File: config.mk
export PLATFORM = sky130hd
export DESIGN_NAME = volt_rms_result_active_power_calc
export DESIGN_NICKNAME = d
export VERILOG_FILES = /design/src/inc/meter_pkg.sv /design/src/rtl/volt_rms_result_active_power_calc.sv
export SDC_FILE = /design/constraint.sdc
export NUM_CORES = 2
export LEC_CHECK = 0
export BUFFER_PORTS_ARGS = -buffer_cell sky130_fd_sc_hd__buf_2
export CORE_MARGIN = 10
export CORE_UTILIZATION = 40
export CTS_CLUSTER_SIZE = 16
export DETAILED_ROUTE_END_ITERATION = 8
export PLACE_DENSITY = 0.53
export SYNTH_ARGS = -nofsm -noshare
export SYNTH_HDL_FRONTEND = slang
export SYNTH_SLANG_ARGS = --single-unit
File: constraint.sdc
create_clock -name clk_sys -period 13.1 [get_ports clk_sys]
set_clock_uncertainty 0.15 [all_clocks]
set_input_delay 0 -clock clk_sys [delete_from_list [all_inputs] [get_ports clk_sys]]
set_output_delay 0 -clock clk_sys [all_outputs]
set_load 0.01 [all_outputs]
File: src/inc/meter_pkg.sv
// Shared constants and types of the rms and active power datapath
package meter_pkg;

  // ==========================================================
  // Register indices (byte address is four times the index)
  localparam logic [7:0] IDX_MODE_TWO = 8'h0c;
  localparam logic [7:0] IDX_NO_LOAD = 8'h0e;
  localparam logic [7:0] IDX_ACCUM = 8'h0f;
  localparam logic [7:0] IDX_GAIN = 8'h1d;
  localparam logic [7:0] IDX_POFFSET = 8'h20;
  localparam logic [7:0] IDX_RMS_OFFSET = 8'h23;
  localparam logic [7:0] IDX_RMS_LOW = 8'hd1;
  localparam logic [7:0] IDX_RMS_MID = 8'hd2;
  localparam logic [7:0] IDX_RMS_HIGH = 8'hd3;
  localparam logic [7:0] IDX_IRQ_EN = 8'hd9;
  localparam logic [7:0] IDX_IRQ_ST = 8'hdc;

  // ==========================================================
  // Field positions
  localparam int ZX_GATE_BIT = 2;
  localparam int SIGN_DIR_BIT = 4;
  localparam int NO_LOAD_BIT = 0;
  localparam int SIGN_CHG_BIT = 3;

  // ==========================================================
  // Reset values
  localparam logic [7:0] RST_BYTE = 8'h00;
  localparam logic [11:0] RST_GAIN = 12'h000;
  localparam logic [15:0] RST_POFFSET = 16'h0000;
  localparam logic [11:0] RST_RMS_OFFSET = 12'h000;

  // ==========================================================
  // Timing and datapath constants
  localparam logic [2:0] UPDATE_DIV = 3'h5;
  localparam int RMS_SHIFT = 12;
  localparam int PWR_SHIFT = 8;
  localparam int RMS_OFS_WEIGHT = 6;
  localparam int GAIN_SHIFT = 12;
  localparam int POFS_SHIFT = 8;
  // Mean absolute to rms, times 256: 1898124 at full scale
  localparam logic [16:0] RMS_SCALE = 17'h11c5c;
  localparam logic [23:0] RMS_MAX = 24'hffffff;
  // Filtered power at full scale, thresholds in parts per million
  localparam logic [31:0] PWR_FULL = 32'h000ccccd;
  localparam logic [31:0] NL_PPM_ONE = 32'h00000096;
  localparam logic [31:0] NL_PPM_TWO = 32'h0000004b;
  localparam logic [31:0] NL_PPM_THREE = 32'h00000025;
  localparam logic [31:0] PPM_DIV = 32'h000f4240;

  // ==========================================================
  // Carriers
  typedef struct packed {
    logic [15:0] volt;
    logic [23:0] curr;
  } sample_t;

  typedef struct packed {
    logic [7:0] index;
    logic aligned;
    logic write;
    logic [31:0] wdata;
  } bus_req_t;

endpackage : meter_pkg

File: src/rtl/volt_rms_result_active_power_calc.sv
// Voltage rms and active power datapath with APB registers
// Notes on behaviour
// - Rms result in three byte registers
// - Rms estimated by mean absolute value
// - Rms refreshed every fifth clock
// - Gate bit limits rms update to crossings
// - Full-scale sine reads about 1898124
// - Add sixty-four times rms offset
// - Power is filtered voltage-current product
// - Power scaled by one plus gain/4096
// - Gain spans minus to plus fifty percent
// - Signed power offset added to power
// - Power offset counts 1/256 LSB
// - Sign change sets status bit three
// - Direction bit picks flagged transition
// - Enabled sign flag holds interrupt
// - No accumulation below no-load threshold
// - No-load sets status bit zero
// - Two-bit field selects threshold
//
// Our own choice: the APB interface to the registers.
`timescale 1ns/1ps
`default_nettype none

module volt_rms_result_active_power_calc
  import meter_pkg::*;
(
  input wire logic clk_sys,
  input wire logic nrst,
  input wire sample_t samples,
  input wire logic psel,
  input wire logic penable,
  input wire logic pwrite,
  input wire logic [9:0] paddr,
  input wire logic [31:0] pwdata,
  output logic [31:0] prdata,
  output logic pready,
  output logic pslverr,
  output logic meter_irq,
  output logic [24:0] active_power,
  output logic energy_enable
);

  // ==========================================================
  // Helpers
  function automatic logic [31:0] abs_val(input logic [31:0] v);
    abs_val = v[31] ? (~v + 32'h00000001) : v;
  endfunction : abs_val

  function automatic logic [31:0] threshold(input logic [31:0] ppm);
    logic [63:0] prod;
    prod = PWR_FULL * ppm;
    threshold = 32'(prod / {32'h00000000, PPM_DIV});
  endfunction : threshold

  // ==========================================================
  // Registers
  logic [7:0] measure_mode_cfg_two;
  logic [7:0] no_load_threshold_cfg;
  logic [7:0] accumulation_cfg;
  logic [11:0] power_gain;
  logic [15:0] power_offset;
  logic [11:0] volt_rms_offset;
  logic [7:0] meter_irq_enable_one;
  logic [7:0] meter_irq_status_one;
  logic [23:0] volt_rms_result;

  bus_req_t req;
  logic bus_wr;
  logic [2:0] div_cnt;
  logic strobe;
  logic [27:0] rms_acc;
  logic volt_sign_prev;
  logic [31:0] pwr_acc;
  logic pwr_sign_prev;
  logic pwr_valid;

  // Bus request gathered in one carrier
  always_comb begin
    req.index = paddr[9:2];
    req.aligned = (paddr[1:0] == 2'b00);
    req.write = pwrite;
    req.wdata = pwdata;
  end

  // Write lands only on the edge that completes the access
  assign bus_wr = psel & penable & pready & req.write & req.aligned;

  // ==========================================================
  // Update strobe every five clocks
  always_ff @(posedge clk_sys) begin
    if (!nrst) begin
      div_cnt <= 3'h0;
    end else if (div_cnt == UPDATE_DIV - 3'h1) begin
      div_cnt <= 3'h0;
    end else begin
      div_cnt <= div_cnt + 3'h1;
    end
  end

  assign strobe = (div_cnt == UPDATE_DIV - 3'h1);

  // ==========================================================
  // Voltage rms by mean absolute value
  logic [31:0] volt_ext;
  logic [15:0] volt_abs;
  logic [15:0] rms_avg;
  logic [32:0] rms_scaled;
  logic [26:0] rms_corr;
  logic [23:0] next_rms;
  logic volt_cross;

  always_comb begin
    volt_ext = {{16{samples.volt[15]}}, samples.volt};
    volt_abs = 16'(abs_val(volt_ext));
    rms_avg = rms_acc[27:12];
    rms_scaled = {16'h0000, rms_avg} * {16'h0000, RMS_SCALE};
    // Offset steps of 64 result LSBs, signed
    rms_corr = {2'b00, rms_scaled[32:8]}
      + 27'($signed({{15{volt_rms_offset[11]}}, volt_rms_offset}) <<< RMS_OFS_WEIGHT);
    // Clamp: a large negative offset must not wrap to full scale
    if (rms_corr[26]) begin
      next_rms = 24'h000000;
    end else if (rms_corr[25:24] != 2'b00) begin
      next_rms = RMS_MAX;
    end else begin
      next_rms = rms_corr[23:0];
    end
    volt_cross = (samples.volt[15] != volt_sign_prev);
  end

  // Averaging filter, one step per update strobe
  always_ff @(posedge clk_sys) begin
    if (!nrst) begin
      rms_acc <= 28'h0000000;
      volt_sign_prev <= 1'b0;
    end else if (strobe) begin
      rms_acc <= rms_acc + {12'h000, volt_abs} - (rms_acc >> RMS_SHIFT);
      volt_sign_prev <= samples.volt[15];
    end
  end

  // Result register, optionally gated to voltage zero crossings
  always_ff @(posedge clk_sys) begin
    if (!nrst) begin
      volt_rms_result <= 24'h000000;
    end else if (strobe) begin
      if (!measure_mode_cfg_two[ZX_GATE_BIT] || volt_cross) begin
        volt_rms_result <= next_rms;
      end
    end
  end

  // ==========================================================
  // Active power: product, low-pass, gain, offset
  logic signed [39:0] product;
  logic signed [23:0] prod_top;
  logic signed [23:0] pwr_filt;
  logic signed [35:0] gain_prod;
  logic signed [24:0] pwr_gained;
  logic signed [32:0] pwr_fine;
  logic signed [24:0] next_power;

  always_comb begin
    product = $signed(samples.volt) * $signed(samples.curr);
    prod_top = product[39:16];
    pwr_filt = pwr_acc[31:8];
    gain_prod = pwr_filt * $signed(power_gain);
    pwr_gained = 25'(pwr_filt) + 25'(gain_prod >>> GAIN_SHIFT);
    // Offset is held in 1/256 of a power LSB
    pwr_fine = (33'(pwr_gained) <<< POFS_SHIFT) + 33'($signed(power_offset));
    next_power = 25'(pwr_fine >>> POFS_SHIFT);
  end

  // Filter is slow by design; ripple at twice line rate remains
  always_ff @(posedge clk_sys) begin
    if (!nrst) begin
      pwr_acc <= 32'h00000000;
    end else if (strobe) begin
      pwr_acc <= pwr_acc + {{8{prod_top[23]}}, prod_top} - 32'($signed(pwr_acc) >>> PWR_SHIFT);
    end
  end

  always_ff @(posedge clk_sys) begin
    if (!nrst) begin
      active_power <= 25'h0000000;
    end else if (strobe) begin
      active_power <= next_power;
    end
  end

  // ==========================================================
  // Sign change and no-load detection
  logic [31:0] nl_limit;
  logic below_limit;
  logic sign_event;
  logic nl_event;

  always_comb begin
    case (no_load_threshold_cfg[1:0])
      2'b01: nl_limit = threshold(NL_PPM_ONE);
      2'b10: nl_limit = threshold(NL_PPM_TWO);
      2'b11: nl_limit = threshold(NL_PPM_THREE);
      default: nl_limit = 32'h00000000;
    endcase
    below_limit = (no_load_threshold_cfg[1:0] != 2'b00)
      && (abs_val(32'($signed(active_power))) < nl_limit);
    // Clear direction bit: positive to negative; set: reverse
    if (accumulation_cfg[SIGN_DIR_BIT]) begin
      sign_event = pwr_valid && pwr_sign_prev && !active_power[24];
    end else begin
      sign_event = pwr_valid && !pwr_sign_prev && active_power[24];
    end
    nl_event = below_limit;
  end

  // Previous sign; first compare waits one strobe after reset
  always_ff @(posedge clk_sys) begin
    if (!nrst) begin
      pwr_sign_prev <= 1'b0;
      pwr_valid <= 1'b0;
    end else if (strobe) begin
      pwr_sign_prev <= active_power[24];
      pwr_valid <= 1'b1;
    end
  end

  // Energy path gate seen by the accumulator downstream
  always_ff @(posedge clk_sys) begin
    if (!nrst) begin
      energy_enable <= 1'b0;
    end else begin
      energy_enable <= !below_limit;
    end
  end

  // ==========================================================
  // Configuration registers
  always_ff @(posedge clk_sys) begin
    if (!nrst) begin
      measure_mode_cfg_two <= RST_BYTE;
      no_load_threshold_cfg <= RST_BYTE;
      accumulation_cfg <= RST_BYTE;
      power_gain <= RST_GAIN;
      power_offset <= RST_POFFSET;
      volt_rms_offset <= RST_RMS_OFFSET;
      meter_irq_enable_one <= RST_BYTE;
    end else if (bus_wr) begin
      case (req.index)
        IDX_MODE_TWO: measure_mode_cfg_two <= req.wdata[7:0];
        IDX_NO_LOAD: no_load_threshold_cfg <= req.wdata[7:0];
        IDX_ACCUM: accumulation_cfg <= req.wdata[7:0];
        IDX_GAIN: power_gain <= req.wdata[11:0];
        IDX_POFFSET: power_offset <= req.wdata[15:0];
        IDX_RMS_OFFSET: volt_rms_offset <= req.wdata[11:0];
        IDX_IRQ_EN: meter_irq_enable_one <= req.wdata[7:0];
        default: ;
      endcase
    end
  end

  // ==========================================================
  // Sticky status, write one to clear; a new event beats the clear
  logic [7:0] st_set;
  logic [7:0] st_clr;

  always_comb begin
    st_set = 8'h00;
    st_set[SIGN_CHG_BIT] = sign_event && strobe;
    st_set[NO_LOAD_BIT] = nl_event;
    st_clr = (bus_wr && req.index == IDX_IRQ_ST) ? req.wdata[7:0] : 8'h00;
  end

  always_ff @(posedge clk_sys) begin
    if (!nrst) begin
      meter_irq_status_one <= RST_BYTE;
    end else begin
      meter_irq_status_one <= (meter_irq_status_one & ~st_clr) | st_set;
    end
  end

  // Level interrupt from enabled flags
  always_ff @(posedge clk_sys) begin
    if (!nrst) begin
      meter_irq <= 1'b0;
    end else begin
      meter_irq <= |(meter_irq_status_one & meter_irq_enable_one);
    end
  end

  // ==========================================================
  // APB answer: one wait state, then ready for one cycle
  always_ff @(posedge clk_sys) begin
    if (!nrst) begin
      pready <= 1'b0;
    end else begin
      pready <= psel && penable && !pready;
    end
  end

  // Read data and error captured with ready
  always_ff @(posedge clk_sys) begin
    if (!nrst) begin
      prdata <= 32'h00000000;
      pslverr <= 1'b0;
    end else if (psel && penable && !pready) begin
      pslverr <= !req.aligned;
      prdata <= 32'h00000000;
      if (req.aligned) begin
        case (req.index)
          IDX_MODE_TWO: prdata <= {24'h000000, measure_mode_cfg_two};
          IDX_NO_LOAD: prdata <= {24'h000000, no_load_threshold_cfg};
          IDX_ACCUM: prdata <= {24'h000000, accumulation_cfg};
          IDX_GAIN: prdata <= {20'h00000, power_gain};
          IDX_POFFSET: prdata <= {16'h0000, power_offset};
          IDX_RMS_OFFSET: prdata <= {20'h00000, volt_rms_offset};
          IDX_RMS_LOW: prdata <= {24'h000000, volt_rms_result[7:0]};
          IDX_RMS_MID: prdata <= {24'h000000, volt_rms_result[15:8]};
          IDX_RMS_HIGH: prdata <= {24'h000000, volt_rms_result[23:16]};
          IDX_IRQ_EN: prdata <= {24'h000000, meter_irq_enable_one};
          IDX_IRQ_ST: prdata <= {24'h000000, meter_irq_status_one};
          default: pslverr <= 1'b1;
        endcase
      end
    end else if (!psel) begin
      pslverr <= 1'b0;
    end
  end

endmodule : volt_rms_result_active_power_calc

`default_nettype wire

# Word-level counts from Yosys, hierarchy flattened

Cells that the tools add are included.

Flip-flop bits (word level): 231
Output and inout bits: 61

Add/subtract/negate cells: 10
Multiply operators: 3
Order comparisons: 1
Eq/ne operators: 17
Muxes and demuxes: 13
Bitwise operators: 11
Reduce and logical (&&, ||, !) cells: 30

Operator list:

| cell                     | count |
|---|---|
| $pmux W16 S11            | 1 |
| $mux W24                 | 2 |
| $eq A8 B8 Y1 const B     | 5 |
| $mul A16 B24 Y40         | 1 |
| $mul A24 B12 Y36         | 1 |
| $add A33 B16 Y33         | 1 |
| $add A32 B1 Y32 const B  | 1 |
| $add A32 B32 Y32         | 1 |
| $lt A32 B32 Y1           | 1 |
| $mux W16                 | 2 |
| $mux W32                 | 1 |
| $not A32 Y32             | 1 |
| $sub A32 B32 Y32         | 1 |
| $mul A16 B15 Y31 const B | 1 |
| $add A28 B16 Y28         | 1 |
| $sub A28 B16 Y28         | 1 |
| $add A26 B18 Y27         | 1 |
| $add A24 B24 Y25         | 1 |
| $eq A8 B4 Y1 const B     | 3 |
| $pmux W7 S3              | 1 |
| $add A16 B1 Y16 const B  | 1 |
| $and A8 B8 Y8            | 2 |
| $eq A8 B6 Y1 const B     | 2 |
| $not A16 Y16             | 1 |
| other kinds (22)         | 51 |

# Longest topological paths before layout

Word-level depth: 9
Mapped depth: 43

# Least setup slack after synthesis

Ideal clock, no wire load.

Kind: reg-to-reg
Start: reg power_gain[3]
End: reg active_power[24]
Data arrival time: 8724 ps
Required time: 12821 ps
Setup slack: 4098 ps
Cell stages (with the launch flop): 42
Period minus slack after synthesis: 9002 ps
Cell sequence: dfxtp_1 > clkbuf_1 > clkbuf_1 > nand2_1 > fa_1 > inv_1 > fa_1 > inv_1 > fa_1 > fa_1 > fa_1 > inv_1 > ha_1 > a21oi_1 > o21ai_0 > a31oi_1 > or3b_2 > a211oi_1 > [6 not listed] > a21o_1 > a21o_1 > a21oi_1 > nand2_1 > o21ai_0 > nand2b_1 > a21oi_1 > xnor2_1 > ha_1 > a21oi_1 > o22ai_1 > a221o_1 > a21oi_1 > o2111ai_1 > a21oi_1 > xnor2_1 > xnor2_1 > o21ai_0

Cells in the longest elaborated chain, start to end: 3

Ends and longest elaborated chain:

| element                | line                                     | RTL |
|---|---|---|
| start, declared        | volt_rms_result_active_power_calc.sv:61  | `logic [11:0] power_gain;` |
| start signal, assigned | volt_rms_result_active_power_calc.sv:253 | `IDX_GAIN: power_gain <= req.wdata[11:0];` |
| $mul A24 B12 Y36       | volt_rms_result_active_power_calc.sv:168 | `gain_prod = pwr_filt * $signed(power_gain);` |
| $add A24 B24 Y25       | volt_rms_result_active_power_calc.sv:169 | `pwr_gained = 25'(pwr_filt) + 25'(gain_prod >>> GAIN_SHIFT);` |
| $add A33 B16 Y33       | volt_rms_result_active_power_calc.sv:171 | `pwr_fine = (33'(pwr_gained) <<< POFS_SHIFT) + 33'($signed(power_offset));` |
| end signal, assigned   | volt_rms_result_active_power_calc.sv:188 | `active_power <= next_power;` |
| end, declared          | volt_rms_result_active_power_calc.sv:40  | `output logic [24:0] active_power,` |

Every way passes these cells.
A chain may end at the register's enable or synchronous reset.

# Worst setup path in the final report

Start: in samples[39] in the netlist's numbering
End: reg pwr_acc[29]

Cells in the longest elaborated chain, start to end: 3

Ends and longest elaborated chain:

| element              | line                                     | RTL |
|---|---|---|
| start, declared      | volt_rms_result_active_power_calc.sv:30  | `input wire sample_t samples,` |
| $mul A16 B24 Y40     | volt_rms_result_active_power_calc.sv:165 | `product = $signed(samples.volt) * $signed(samples.curr);` |
| $add A32 B32 Y32     | volt_rms_result_active_power_calc.sv:180 | `pwr_acc <= pwr_acc + {{8{prod_top[23]}}, prod_top} - 32'($signed(pwr_acc) >>> PWR_SHIFT);` |
| $sub A32 B32 Y32     | volt_rms_result_active_power_calc.sv:180 |  |
| end signal, assigned | volt_rms_result_active_power_calc.sv:180 |  |
| end, declared        | volt_rms_result_active_power_calc.sv:74  | `logic [31:0] pwr_acc;` |

Every way passes these cells.

==> summary.md <==
The number of endpoints with negative hold slack in the final report came out at 0. The run gives 10.1% as the part of the Yosys area used for sequential elements. For the number of H-tree levels, the log shows 1. The total number of placement rows came out at 119. The synthesized area is 42600 µm², and the total clock sinks is 215.

The count of filler cells inserted in the layout was 10600; the HPWL after detailed placement was 90000 µm. The tools report the maximum number of pins on one net before global-route repair as 102. Registers take 4310 µm². The total routing usage reported by global routing is 19.5%, and the number of setup violations in the final report is 0.

The number of antenna violations at the first check in global routing was 3; the post-layout minimum cycle time was 10.36 ns. The worst path setup slack after routing was 2.74 ns. In the finished design, the share of the clock period the worst path needs comes to 79.0%. The detailed router finished its first iteration with 2015 violations. For this run, design rule violations remaining after detail routing come to 0. 148 I/O pins were placed. Via count of the first global-routing pass: 33800. During synthesis, Yosys emitted a total of 0 warnings. The library cell used most frequently in the layout, excluding fill and tap cells, is inv_1.

The area growth from synthesis to layout is 7.48%. The number of enable flip-flop cells after synthesis is 0, and the highest cell delay on the worst timing path is 0.58 ns. In this design, the critical path's most frequently occurring cell is fa_1. Of all nets on the critical path, the largest fanout is 28.

The routed design has 116000 µm of wire. Path type of the worst setup path: input pin to flip-flop. The multi-input combinational cells in the finished layout cover a total of 34100 µm². The post-layout utilization of the core was 43.4%; the required time of the worst setup path was 13.38 ns. At the pin with the least slew margin, the transition time is 1.14 ns. The die covers 120000 µm².

The congestion estimate from routability-driven global placement came to 0.846. Setup repair after global routing left no endpoint under its margin. From left edge to right edge, the die measures 347 µm. Detailed routing inserted a total of 32800 vias. The run gives 0 as the number of max-slew violations in the final report. The number of synthesized register bits works out to 215. Ratio of cells with drive above 1 in the final layout: 4.56%.

The run finished with clean final reports. Count of nets left with antenna violations after detail routing: 0. The clock edge transition at the registers on the reported setup and hold paths is 0.06 ns. The first-pass detailed-route iteration total was 5. Using the TritonRoute via totals, the vias-per-cell ratio works out to 5.13.

Timing analysis after detailed placement gives a worst setup slack of 2.82 ns. The library cells used most frequently in the layout, excluding fill and tap cells, are inv_1, fa_1, nand2_1. TritonCTS built the clock tree. The type of the tightest min-delay check is input pin to flip-flop. Summed over all failing endpoints, the final setup total negative slack is 0 ns. The kind of end point of the critical path was a flip-flop. The run gives 40.4% as the starting utilization of the core area. The first-pass GRT wire length is 191000 µm, and the average cell area after synthesis is 8.60 µm².

The number of buffers added on ports was 115. The largest buffer count on any clock path is 3. The cell type of the slowest stage on the worst timing path was buf_2. The data arrival time of the worst path was 10.64 ns. For this run, the top clock speed supported by timing is 96.6 MHz. After global routing the overflow that remains totals 0. The most used flip-flop cell after synthesis is dfxtp_1. In the final routed layout, each cell accounts on average for 18.2 µm.

In this run the register-to-register setup slack is 2.76 ns. Of all flip-flops after synthesis, the portion carrying an async set or reset was 0%. The worst slew margin relative to its limit was 23.7%. The core region is 106000 µm². The number of instances in the synthesized netlist was 4960; the final net count was 6259.

The tools report the number of buffers created by CTS as 28. The floorplan die height is 347 µm. Clock latency on the worst-skew pair, taken at its later pin, is 0.59 ns. After synthesis, the netlist uses 87 different library cells. The clock root buffer is clkbuf_16. Post-CTS repair changed the size of 0 cells. Across the run, the number of max-cap violations was 0. The worst setup path is launched from an input pin.
[worst max-delay path: cells and delay by family]
kind / cells / cell delay, ns
and+or+nand+nor: 4 / 0.73
adders and majority gates: 9 / 4.00
AOI/OAI and AO/OA: 15 / 3.74
xor gates and xnor gates: 2 / 0.49
buffers and inverters: 7 / 1.61
[sequential cells by signal (all words and copies together), names as in the netlist, 8 cells and up]
name	cells
meter_irq_status_one	8
prdata	16
measure_mode_cfg_two	8
accumulation_cfg	8
volt_rms_result	24
active_power	25
meter_irq_enable_one	8
no_load_threshold_cfg	8
rms_acc	28
power_offset	16
pwr_acc	32
volt_rms_offset	12
power_gain	12
[per-stage QoR]
stage	std cells	hold WS (ns)	area (µm²)
detailed placement	6302	0.105	44400
global route	6392	0.0716	45800
floorplan	4975	-0.0140	42700
finish	6392	0.0611	45800
CTS	6391	0.0389	45800
global placement	6302	0.109	44400
[cell families after synthesis]
group / count (synthesis) / share of synthesized area, %
buffers and inverters: 1123 / 10.1
and+or+nand+nor: 1480 / 16.0
DFF: 215 / 10.1
muxes: 42 / 0.992
adders and majority gates: 1193 / 48.2
other: 1 / 0.00879
xor gates and xnor gates: 190 / 3.90
AOI/OAI and AO/OA: 716 / 10.8
[worst paths after layout]
path,to,depth (start not counted),start
worst min-delay path,power_offset[12]$_SDFFE_PN0P_,4,pwdata[12]
worst max register to register,active_power[24]$_SDFFE_PN0P_,38,pwr_acc[17]$_SDFFE_PN0P_
worst max-delay path,pwr_acc[29]$_SDFFE_PN0P_,37,samples[39]
worst min register to register,meter_irq_status_one[6]$_SDFF_PN0_,2,meter_irq_status_one[6]$_SDFF_PN0_
[cells in the mapped netlist (all sizes together), types with 6 or more instances]
master,number,area (µm²)
and2,239,1500
xor2,42,368
a22o,14,123
o211ai,11,87.6
nor4,14,93.8
nor2b,29,181
nor3,52,260
a211o,6,52.6
xnor2,148,1300
a222oi,12,120
or2,8,50.1
nor2,252,948
a22oi,12,95.1
a21o,57,428
a221oi,18,158
o31ai,15,113
o41ai,8,70.1
ha,444,5560
and3,20,125
buf,36,211
a21oi,254,1270
or3,18,113
mux2i,40,400
clkbuf,174,653
o31a,8,70.1
a31oi,28,175
o21ai,132,664
a211oi,28,210
o21bai,17,128
inv,912,3420
nand2b,48,300
nand2,709,2660
dfxtp,215,4300
nand3,45,225
nand4,15,93.8
fa,749,15000
o21a,46,345
and4,6,52.6
[area by class of cell]
class	count	area share [%]
clock inverter	14	0.519
timing repair buffer	184	2.59
multi-input combinational	3637	74.5
sequential	215	9.40
tap	1391	3.80
antenna	1	0.00546
clock buffer	37	1.73
inverter	913	7.49
[metal layers]
metal | global-route usage [%] | part of all wire [%]
met1 | 28.2 | 48
met2 | 31.2 | 45
met3 | 2.98 | 5.7
met4 | 2.74 | 1.4
met5 | 0 | 0.012
[repair_timing]
item / 4_1_cts / 5_1_grt
buffers inserted: 0 / 0
endpoints found under the setup margin: 0 / 0
endpoints found under the hold margin: 106 / 0
hold buffers: 38 / 0
Power is not shown: default switching activity piles up to over one toggle a cycle in this logic, so the estimate is an artifact.
